===== src/rtl/nvx_pkg.sv =====
`default_nettype none
package nvx_pkg;
   // register offsets
   localparam logic [11:0] NVX_OFS_STATE  = 12'hB00;
   localparam logic [11:0] NVX_OFS_ERROR  = 12'hB01;
   localparam logic [11:0] NVX_OFS_RELOAD = 12'hB02;
   localparam logic [11:0] NVX_OFS_SAVE   = 12'hB03;
   // field positions
   localparam int NVX_BIT_BUSY   = 0;
   localparam int NVX_BIT_ERR    = 0;
   localparam int NVX_BIT_UNLOCK = 0;
   localparam int NVX_BIT_RELOAD = 1;
   localparam int NVX_BIT_SAVE   = 0;
   localparam int NVX_BIT_OPCODE = 7;
   // reset values
   localparam logic NVX_RST_UNLOCK = 1'b0;
   // transfer list segment
   localparam logic [11:0] NVX_SEG_BASE = 12'hA00;
   localparam logic [7:0]  NVX_SEG_LAST = 8'hFF;
   // opcode and list phase values (arbitrary encodings)
   localparam logic [7:0]  NVX_OP_UPDATE = 8'h80;
   localparam logic [7:0]  NVX_OP_END    = 8'hFF;
   localparam logic [1:0]  NVX_PH_CMD = 2'h0;
   localparam logic [1:0]  NVX_PH_AHI = 2'h1;
   localparam logic [1:0]  NVX_PH_ALO = 2'h2;

   typedef enum logic [3:0] {
      NVX_IDLE = 4'b0000,
      NVX_LREQ = 4'b0001,
      NVX_LGET = 4'b0010,
      NVX_BREQ = 4'b0011,
      NVX_BGET = 4'b0100,
      NVX_NREQ = 4'b0101,
      NVX_NWT  = 4'b0110,
      NVX_BWR  = 4'b0111,
      NVX_CREQ = 4'b1000,
      NVX_CWT  = 4'b1001,
      NVX_DONE = 4'b1010
   } nvx_state_t;
endpackage
`default_nettype wire


===== src/rtl/nvx_ctrl.sv =====
// Function
// register 0xB00 bit 0 reads one while a save or load runs and zero when done.
// with the routing input set, the busy indication also drives the status pin.
// register 0xB01 bit 0 reads one when a load found bad data, zero when data was good.
// writing one to the reload bit with the boot pin low starts a soft reset and reload; the bit clears itself.
// with the unlock bit at its default zero, every save attempt is blocked.
// with the unlock bit at one, a software save is allowed.
// software waits at least 10 us after one transfer before starting the next.
// writing one to the save bit starts copying the buffer bank into the nonvolatile store.
// the save bit clears itself when the save finishes.
// a list byte with top bit zero is a data transfer of length field plus one, followed by two address bytes, high first.
// a list byte with top bit one is an opcode: apply-shadow (an update pulse) or end-of-data, which ends the transfer.
// the list programmer places an end-of-data opcode in the last byte.
// the busy flag stays set for the whole reload started by soft reset.
// the error flag holds until the next transfer begins.
`default_nettype none
module nvx_ctrl
   import nvx_pkg::*;
#(
   parameter int NVM_AW = 10
) (
   input  wire logic              sys_clk,          // control-port clock
   input  wire logic              rst,              // async reset
   input  wire logic              ce,               // clock enable
   input  wire logic [11:0]       reg_addr,         // register address
   input  wire logic              reg_wr,           // register write strobe
   input  wire logic              reg_rd,           // register read strobe
   input  wire logic [7:0]        reg_wdata,        // write data
   output logic      [7:0]        reg_rdata,        // read data
   input  wire logic              boot_sel_pin,     // boot-select pin
   input  wire logic              status_route_en,  // route busy to pin
   output logic                   status_pin,       // status pin
   output logic      [11:0]       buf_addr,         // buffer bank address
   output logic                   buf_rd,           // buffer read strobe
   output logic                   buf_wr,           // buffer write strobe
   output logic      [7:0]        buf_wdata,        // buffer write data
   input  wire logic [7:0]        buf_rdata,        // buffer data, in the rd cycle
   output logic                   nvm_req,          // store request
   output logic                   nvm_we,           // store write
   output logic      [NVM_AW-1:0] nvm_addr,         // store address
   output logic      [7:0]        nvm_wdata,        // store write data
   input  wire logic [7:0]        nvm_rdata,        // store read data
   input  wire logic              nvm_ack,          // store done
   output logic                   io_update,        // apply shadow pulse
   output logic                   soft_reset        // soft reset pulse
);

   nvx_state_t        st_q, st_d;
   logic              boot_s1_q, boot_s2_q;
   logic              unlock_q, unlock_d;
   logic              save_q, save_d;
   logic              load_q, load_d;
   logic              err_q, err_d;
   logic [1:0]        ph_q, ph_d;
   logic [7:0]        seg_q, seg_d;
   logic [6:0]        cnt_q, cnt_d;
   logic [11:0]       addr_q, addr_d;
   logic [7:0]        sum_q, sum_d;
   logic [7:0]        byte_q, byte_d;
   logic [NVM_AW-1:0] ptr_q, ptr_d;
   logic [7:0]        rdata_d;
   logic [11:0]       baddr_d;
   logic              brd_d, bwr_d, nreq_d, nwe_d, upd_d, srst_d, pin_d;
   logic [7:0]        bwdata_d, nwdata_d;
   logic              busy;

   assign busy = save_q | load_q;

   always_comb begin
      st_d     = st_q;
      unlock_d = unlock_q;
      save_d   = save_q;
      load_d   = load_q;
      err_d    = err_q;
      ph_d     = ph_q;
      seg_d    = seg_q;
      cnt_d    = cnt_q;
      addr_d   = addr_q;
      sum_d    = sum_q;
      byte_d   = byte_q;
      ptr_d    = ptr_q;
      rdata_d  = reg_rdata;
      baddr_d  = buf_addr;
      bwdata_d = buf_wdata;
      nwdata_d = nvm_wdata;
      brd_d    = 1'b0;
      bwr_d    = 1'b0;
      nreq_d   = nvm_req;
      nwe_d    = nvm_we;
      upd_d    = 1'b0;
      srst_d   = 1'b0;
      pin_d    = status_route_en & busy;

      if (reg_rd) begin
         rdata_d = 8'h00;
         case (reg_addr)
            NVX_OFS_STATE:  rdata_d[NVX_BIT_BUSY] = busy;
            NVX_OFS_ERROR:  rdata_d[NVX_BIT_ERR] = err_q;
            NVX_OFS_RELOAD: begin
               rdata_d[NVX_BIT_UNLOCK] = unlock_q;
               rdata_d[NVX_BIT_RELOAD] = load_q;
            end
            NVX_OFS_SAVE:   rdata_d[NVX_BIT_SAVE] = save_q;
            default:        rdata_d = 8'h00;
         endcase
      end

      if (reg_wr && reg_addr == NVX_OFS_RELOAD) begin
         unlock_d = reg_wdata[NVX_BIT_UNLOCK];
         if (reg_wdata[NVX_BIT_RELOAD] && !boot_s2_q && !busy) begin
            load_d = 1'b1;
            srst_d = 1'b1;
         end
      end
      // save gated by the stored unlock bit, not the one in this write
      if (reg_wr && reg_addr == NVX_OFS_SAVE && reg_wdata[NVX_BIT_SAVE] && !busy) begin
         if (unlock_q) begin
            save_d = 1'b1;
         end
      end

      case (st_q)
         NVX_IDLE: begin
            if (save_d || load_d) begin
               err_d = 1'b0;
               seg_d = 8'h00;
               ph_d  = NVX_PH_CMD;
               sum_d = 8'h00;
               ptr_d = '0;
               st_d  = NVX_LREQ;
            end
         end
         NVX_LREQ: begin
            baddr_d = NVX_SEG_BASE | {4'h0, seg_q};
            brd_d   = 1'b1;
            st_d    = NVX_LGET;
         end
         NVX_LGET: begin
            seg_d = seg_q + 8'h01;
            st_d  = NVX_LREQ;
            if (ph_q == NVX_PH_CMD) begin
               if (buf_rdata[NVX_BIT_OPCODE]) begin
                  if (buf_rdata == NVX_OP_UPDATE) begin
                     upd_d = 1'b1;
                  end else if (buf_rdata == NVX_OP_END) begin
                     st_d = NVX_CREQ;
                  end
               end else begin
                  cnt_d = buf_rdata[6:0];
                  ph_d  = NVX_PH_AHI;
               end
            end else if (ph_q == NVX_PH_AHI) begin
               addr_d = {buf_rdata[3:0], 8'h00};
               ph_d   = NVX_PH_ALO;
            end else begin
               addr_d = {addr_q[11:8], buf_rdata};
               ph_d   = NVX_PH_CMD;
               st_d   = save_q ? NVX_BREQ : NVX_NREQ;
            end
            // list ran off its end without an end opcode
            if (seg_q == NVX_SEG_LAST && st_d == NVX_LREQ) begin
               err_d = load_q;
               st_d  = NVX_DONE;
            end
         end
         NVX_BREQ: begin
            baddr_d = addr_q;
            brd_d   = 1'b1;
            st_d    = NVX_BGET;
         end
         NVX_BGET: begin
            byte_d = buf_rdata;
            st_d   = NVX_NREQ;
         end
         NVX_NREQ: begin
            nreq_d   = 1'b1;
            nwe_d    = save_q;
            nwdata_d = byte_q;
            st_d     = NVX_NWT;
         end
         NVX_NWT: begin
            if (nvm_ack) begin
               nreq_d = 1'b0;
               nwe_d  = 1'b0;
               ptr_d  = ptr_q + 1'b1;
               if (save_q) begin
                  sum_d = sum_q + byte_q;
                  st_d  = NVX_BWR;
               end else begin
                  byte_d = nvm_rdata;
                  sum_d  = sum_q + nvm_rdata;
                  st_d   = NVX_BWR;
               end
            end
         end
         NVX_BWR: begin
            if (load_q) begin
               baddr_d  = addr_q;
               bwdata_d = byte_q;
               bwr_d    = 1'b1;
            end
            addr_d = addr_q + 12'h001;
            cnt_d  = cnt_q - 7'h01;
            st_d   = (cnt_q == 7'h00) ? NVX_LREQ : (save_q ? NVX_BREQ : NVX_NREQ);
         end
         NVX_CREQ: begin
            nreq_d   = 1'b1;
            nwe_d    = save_q;
            nwdata_d = sum_q;
            st_d     = NVX_CWT;
         end
         NVX_CWT: begin
            if (nvm_ack) begin
               nreq_d = 1'b0;
               nwe_d  = 1'b0;
               if (load_q && nvm_rdata != sum_q) begin
                  err_d = 1'b1;
               end
               st_d = NVX_DONE;
            end
         end
         NVX_DONE: begin
            save_d = 1'b0;
            load_d = 1'b0;
            st_d   = NVX_IDLE;
         end
         default: st_d = NVX_IDLE;
      endcase
   end

   always_ff @(posedge sys_clk or posedge rst) begin
      if (rst) begin
         st_q       <= NVX_IDLE;
         boot_s1_q  <= 1'b0;
         boot_s2_q  <= 1'b0;
         unlock_q   <= NVX_RST_UNLOCK;
         save_q     <= 1'b0;
         load_q     <= 1'b0;
         err_q      <= 1'b0;
         ph_q       <= NVX_PH_CMD;
         seg_q      <= 8'h00;
         cnt_q      <= 7'h00;
         addr_q     <= 12'h000;
         sum_q      <= 8'h00;
         byte_q     <= 8'h00;
         ptr_q      <= '0;
         reg_rdata  <= 8'h00;
         status_pin <= 1'b0;
         buf_addr   <= 12'h000;
         buf_rd     <= 1'b0;
         buf_wr     <= 1'b0;
         buf_wdata  <= 8'h00;
         nvm_req    <= 1'b0;
         nvm_we     <= 1'b0;
         nvm_addr   <= '0;
         nvm_wdata  <= 8'h00;
         io_update  <= 1'b0;
         soft_reset <= 1'b0;
      end else if (ce) begin
         st_q       <= st_d;
         boot_s1_q  <= boot_sel_pin;
         boot_s2_q  <= boot_s1_q;
         unlock_q   <= unlock_d;
         save_q     <= save_d;
         load_q     <= load_d;
         err_q      <= err_d;
         ph_q       <= ph_d;
         seg_q      <= seg_d;
         cnt_q      <= cnt_d;
         addr_q     <= addr_d;
         sum_q      <= sum_d;
         byte_q     <= byte_d;
         ptr_q      <= ptr_d;
         reg_rdata  <= rdata_d;
         status_pin <= pin_d;
         buf_addr   <= baddr_d;
         buf_rd     <= brd_d;
         buf_wr     <= bwr_d;
         buf_wdata  <= bwdata_d;
         nvm_req    <= nreq_d;
         nvm_we     <= nwe_d;
         nvm_addr   <= ptr_d;
         nvm_wdata  <= nwdata_d;
         io_update  <= upd_d;
         soft_reset <= srst_d;
      end
   end

endmodule
`default_nettype wire


===== config.mk =====
export PLATFORM = sky130hd
export DESIGN_NAME = nvx_ctrl
export DESIGN_NICKNAME = d
export VERILOG_FILES = /design/src/rtl/nvx_pkg.sv /design/src/rtl/nvx_ctrl.sv
export SDC_FILE = /design/constraint.sdc
export NUM_CORES = 1
export LEC_CHECK = 0
export BUFFER_PORTS_ARGS = -buffer_cell sky130_fd_sc_hd__buf_2
export CORE_ASPECT_RATIO = 1.2
export CORE_MARGIN = 1.5
export CORE_UTILIZATION = 50
export CTS_CLUSTER_SIZE = 24
export DETAILED_ROUTE_END_ITERATION = 10
export GPL_TIMING_DRIVEN = 0
export HOLD_SLACK_MARGIN = 0.06
export PLACE_DENSITY = 0.72
export SLEW_MARGIN = 20
export SYNTH_ARGS = -nofsm -noshare
export SYNTH_HDL_FRONTEND = slang
export SYNTH_SLANG_ARGS = --single-unit

===== constraint.sdc =====
create_clock -name sys_clk -period 7 [get_ports sys_clk]
set_input_delay 1.05 -clock sys_clk [delete_from_list [all_inputs] [get_ports sys_clk]]
set_output_delay 1.05 -clock sys_clk [all_outputs]
set_load 0.02 [all_outputs]

After elaboration in Yosys (flattened, before gate mapping)
Index checks and enable logic that the tools add are counted.

Register bits: 102. Bits of input ports: 44. Output and inout bits: 53. Word-level logic and storage cells: 170.

Add/sub/neg operators: 6. Equality and inequality tests: 33. Muxes and demuxes: 63. Bitwise gates (word level): 2. Reductions and logical operators: 40.

Operator list (number): $pmux W8 S2 (4); $eq A12 B12 Y1 const B (4); $mux W8 (5); $pmux W4 S10 (1); $mux W12 (3); $mux W4 (9); $pmux W12 S3 (1); $eq A8 B8 Y1 const B (3); $pmux W12 S2 (1); $reduce_and A4 Y1 (6); $ne A2 B2 Y1 const B (11); $mux W1 (21); $mux W10 (2); $pmux W10 S2 (1); $add A8 B8 Y8 (2); $eq A4 B3 Y1 const B (4); $reduce_and A3 Y1 (5); $mux W7 (2); $pmux W7 S2 (1); $add A12 B1 Y12 const B (1); $eq A4 B4 Y1 const B (3); $reduce_bool A2 Y1 (6); $add A10 B1 Y10 const B (1); $mux W3 (3); 25 further kinds (44).

Longest topological paths before layout
Depth in word-level cells: 10. Mapped depth: 10.

Least setup slack after synthesis
Ideal clock, no wire load.

Path type: input-to-reg. Start: input reg_addr[3]. End: register sum_q[2]. Library setup time: 0.137 ns. Arrival time: 2.728 ns. Setup slack: 4.135 ns. Cell stages on the path: 6. Cell sequence: or4b_4 > nor4_4 > o21ai_2 > a2111oi_4 > buf_6 > o22ai_1.

Longest elaborated chain between the ends: 8.

Ends and longest elaborated chain: from (decl) (line nvx_ctrl.sv:25) `input wire logic [11:0] reg_addr,`; $eq A12 B12 Y1 (line nvx_ctrl.sv:116) `if (reg_wr && reg_addr == NVX_OFS_SAVE && reg_wdata[NVX_BIT_SAVE] && !busy) begin`; $logic_and A1 B1 Y1 (3 in a row) (line nvx_ctrl.sv:116); $mux W1 (line nvx_ctrl.sv:116); $logic_or A1 B1 Y1 (*) (line nvx_ctrl.sv:124) `if (save_d || load_d) begin`; $ne A2 B2 Y1 (no line) (*); $reduce_and A4 Y1 (no line) (*); to (signal assigned) (line nvx_ctrl.sv:271) `sum_q <= sum_d;`; to (decl) (line nvx_ctrl.sv:58) `logic [7:0] sum_q, sum_d;`.

Every way passes the cells marked *; elsewhere a longest branch is shown, timed or not. A chain may end at the register's enable or synchronous reset.

Final worst setup path
Start: register save_q. End: register sum_q[7].

Longest elaborated chain between the ends: 8.

Ends and longest elaborated chain: from (decl) (line nvx_ctrl.sv:51) `logic save_q, save_d;`; from (signal assigned) (line nvx_ctrl.sv:264) `save_q <= save_d;`; $or A1 B1 Y1 (line nvx_ctrl.sv:67) `assign busy = save_q | load_q;`; $logic_not A1 Y1 (line nvx_ctrl.sv:110, nvx_ctrl.sv:116); $logic_and A1 B1 Y1 (line nvx_ctrl.sv:110) `if (reg_wdata[NVX_BIT_RELOAD] && !boot_s2_q && !busy) begin`; $mux W1 (line nvx_ctrl.sv:110); $mux W1 (line nvx_ctrl.sv:108) `if (reg_wr && reg_addr == NVX_OFS_RELOAD) begin`; $logic_or A1 B1 Y1 (line nvx_ctrl.sv:124); $ne A2 B2 Y1 (no line); $reduce_and A4 Y1 (no line).

Parallel ways exist; a longest one is shown, timed or not. The select of a mux whose other input is x is not followed.

==> flow_metrics.py <==
metrics = {
    "timing": {
        "finalSetupViolCount": 0,
        "final_report_hold_violation_count": 0,
        "period_share": 0.4670,
        "slew_viol_final": 0,
        "max_clock_freq_ghz": 0.3059,
        "tightestPinTransition_ps": 761.7,
        "timing.setup.tns_ps": 0,
        "final_period_minus_worst_setup_slack_ps": 3269,
        "worst_clock_skew_ps": 6.167,
        "slew-limit-headroom": 0.4884,
        "grt_setup_unrepaired": "false",
    },
    "clock_tree": {
        "cts.reportedPaths.clkPinSlew_ps": 70,
        "clock-sinks": 102,
        "tritoncts": "yes",
        "cts-root-buf": "sky130_fd_sc_hd__clkbuf_16",
        "tritoncts.num_buffers": 9,
        "postCtsHoldBufs": 0,
        "insertion_delay_ps": 350,
        "post-cts-setup-buffer-count": 0,
        "number_of_h_tree_levels": 3,
        "cts.path.max_buffers": 2,
        "post_cts_resize_count": 0,
    },
    "global_route": {
        "global_routing_usage_summed_across_all_routing_layers": 0.2605,
        "grt_first_pass_wirelength_mm": 24.70,
        "grt_start_max_net_pins": 61,
        "overflow": 0,
        "grt_pass1_vias": 5022,
        "antenna_violations_before_repair": 0,
    },
    "place": {
        "post-dp-hpwl_mm": 11.17,
        "dp_cells": 864,
        "place.port_buffers": 83,
        "gp_routability_congestion": 0.9276,
    },
    "routing": {
        "postRouteWirelength_mm": 15.20,
        "detailroute.via_count": 5186,
        "drt_pre_antenna_iters": 7,
        "drcViolationCount": 0,
        "drt.antenna.violating_nets": 0,
        "dr.first_iter.drc_count": 392,
        "wire_per_inst_um": 17.28,
        "post_drt_via_cell_ratio": 5.893,
    },
    "yosys": {
        "async_flop_share": 1.000,
        "proportion_of_netlist_area_held_by_the_largest_area_contributor": 0.4461,
        "postSynth.topFlopCell": "sky130_fd_sc_hd__dfrtp_1",
        "ys_top_cells_by_count": "sky130_fd_sc_hd__dfrtp_1, sky130_fd_sc_hd__nand2_1, sky130_fd_sc_hd__o21ai_0, sky130_fd_sc_hd__nor2_1, sky130_fd_sc_hd__a21oi_1",
        "synth.area.top_cells": "sky130_fd_sc_hd__dfrtp_1, sky130_fd_sc_hd__o21ai_0, sky130_fd_sc_hd__nand2_1",
        "yosysMostFrequentCell": "sky130_fd_sc_hd__dfrtp_1",
        "synth_cells": 621,
        "sequential_element_share_of_the_synthesized_area": 0.4461,
        "synth_largest_area_cell": "sky130_fd_sc_hd__dfrtp_1",
        "yosys_warnings": 0,
        "synth_edf_count": 0,
        "post_synth_instance_area_mm2": 0.005722,
        "ys_ff_latch": 102,
        "post_synth_num_cell_types": 60,
        "avgSynthCellArea_um2": 9.214,
    },
    "min_path": {
        "timing.hold.worst.class": "reg2reg",
    },
    "run": {
        "max-cap-violations": 0,
    },
    "cells_and_area": {
        "layout.cells.non_filler": 880,
        "insertedDiodeCount": 0,
        "syn_to_final_growth_pct": 16.38,
        "drive_above_1_share": 0.1983,
        "finalNetCount": 777,
    },
    "critical_path": {
        "reg2reg_setup_slack_ps": 3730,
        "worstSetupPathDepth": 10,
        "critical_path.n_buffers_inverters": 2,
        "crit_path_end_kind": "flip-flop",
        "start_kind": "flip-flop",
        "startpoint_of_the_worst_setup_timing_path": "save_q",
        "timing.critical_path.required_ps": 7280,
        "critical_path.reg2reg.endpoint": "sum_q[7]",
        "worst_path_largest_cell_delay_ps": 550,
        "timing.critical_path.arrival_ps": 3550,
        "path_cells": "clkbuf_1, clkbuf_1, mux2_2, ha_1, a21oi_1, o211ai_1, o41ai_1, xnor2_1, or3_1, nand3_1",
        "reg2reg_from": "save_q",
        "critPathKind": "reg2reg",
        "worst_path_most_repeated_cell": "sky130_fd_sc_hd__clkbuf_1",
        "crit_path_end": "sum_q[7]",
        "critical_path.max_fanout": 10,
        "ff2ff_path_depth": 10,
        "critical_path.slowest_cell": "sky130_fd_sc_hd__clkbuf_1",
        "cpLargestDelayFamily": "buffers and inverters",
    },
    "floorplan": {
        "die-width_um": 100.7,
        "die_height_um": 120.2,
        "dieArea_mm2": 0.01210,
        "start_util": 0.5160,
        "core-area_mm2": 0.01109,
        "floorplan.io_pins": 97,
        "rows": 42,
    },
    "pwr": {
        "power_per_cell_area_mw_per_mm2": 358.6,
        "p_leak_nw": 3.054,
        "ir_drop_mv": 0.2051,
    },
    "outcome": {
        "status": "finished clean",
    },
}
==> how the worst min path moves through the flow <==
stage | start | end | slack [ps] | cells past startpoint
after floorplan | boot_s2_q | boot_s2_q | 470 | 1
final | buf_addr[10] | buf_addr[10] | 470 | 2
after global placement | buf_addr[10] | buf_addr[10] | 460 | 2
after global routing | buf_addr[10] | buf_addr[10] | 500 | 2
after detailed placement | buf_addr[10] | buf_addr[10] | 460 | 2
after CTS | buf_addr[10] | buf_addr[10] | 480 | 2
==> routing by layer <==
layer,up-vias,global-route usage,part of all wire
li1,2400,-,-
met1,2554,0.3315,0.41
met2,184,0.4350,0.51
met3,48,0.03873,0.050
met4,0,0.1215,0.036
met5,-,0,0
==> tightest hold or removal path, cell delays in order (launching register included) <==
cell and delay (ps):
sky130_fd_sc_hd__dfrtp_1 340, sky130_fd_sc_hd__nand2_1 50, sky130_fd_sc_hd__o31ai_1 50
==> cell type report <==
cell class / count / area [um2]
Inverter: 22 / 87.58
Sequential cell: 102 / 2552
Multi-Input combinational cell: 464 / 2927
Timing Repair Buffer: 84 / 442.9
Buffer: 38 / 187.7
Fill cell: 992 / 4429
Clock buffer: 11 / 232.7
Clock inverter: 5 / 36.28
Tap cell: 154 / 192.7
==> cells in the final DEF (no fill, tap or decap), drive strengths merged, types with 21 or more instances in the layout <==
cell and n:
mux2 21, a21oi 39, buf 98, dfrtp 102, inv 21, o21ai 65, mux2i 24, nor2 44
clkbuf 35, nand2 76, nand3 24
==> metrics by stage <==
stage          hold slack [ps]  instance area [um2]  power [mW]    util  setup WS (ps)
2_1_floorplan            471.6                 5741       1.614       -           3275
3_3_place_gp             456.8                 6349       1.867  0.5726           2111
3_5_place_dp             461.8                 6381       1.915  0.5755           3648
4_1_cts                  477.2                 6650       2.381  0.5998           3752
5_1_grt                  495.4                 6659       2.552  0.6005           3488
6_report                 471.2                 6659       2.388  0.6005           3731
==> registers in the layout (all words and copies together) (netlist names), 2 cells and up <==
register   count
byte_q         8
nvm_wdata      8
reg_rdata      2
seg_q          8
cnt_q          7
buf_wdata      8
ph_q           2
addr_q        12
sum_q          8
st_q           4
ptr_q         10
buf_addr      12
==> logic make-up (layout without fill, tap and decap cells) <==
| group | count (synthesis) | in the layout | share of synthesized area |
|---|---|---|---|
| compound gates | 154 | 154 | 0.1609 |
| mux | 45 | 45 | 0.08332 |
| other cells | 1 | 6 | 0.0006554 |
| xor+xnor | 26 | 26 | 0.03980 |
| simple gates | 221 | 221 | 0.1944 |
| buf+inv | 60 | 160 | 0.04723 |
| fa+ha+maj | 12 | 12 | 0.02755 |
| flops | 102 | 102 | 0.4461 |
==> power breakdown <==
group | switching [mW] | total (mW) | internal (mW) | leakage (nW)
Sequential | 0.187 | 0.957 | 0.770 | 1.33
Combinational | 0.596 | 0.967 | 0.370 | 1.60
Clock | 0.223 | 0.464 | 0.242 | 0.122
No activity file was read; power rests on OpenSTA's default activity.
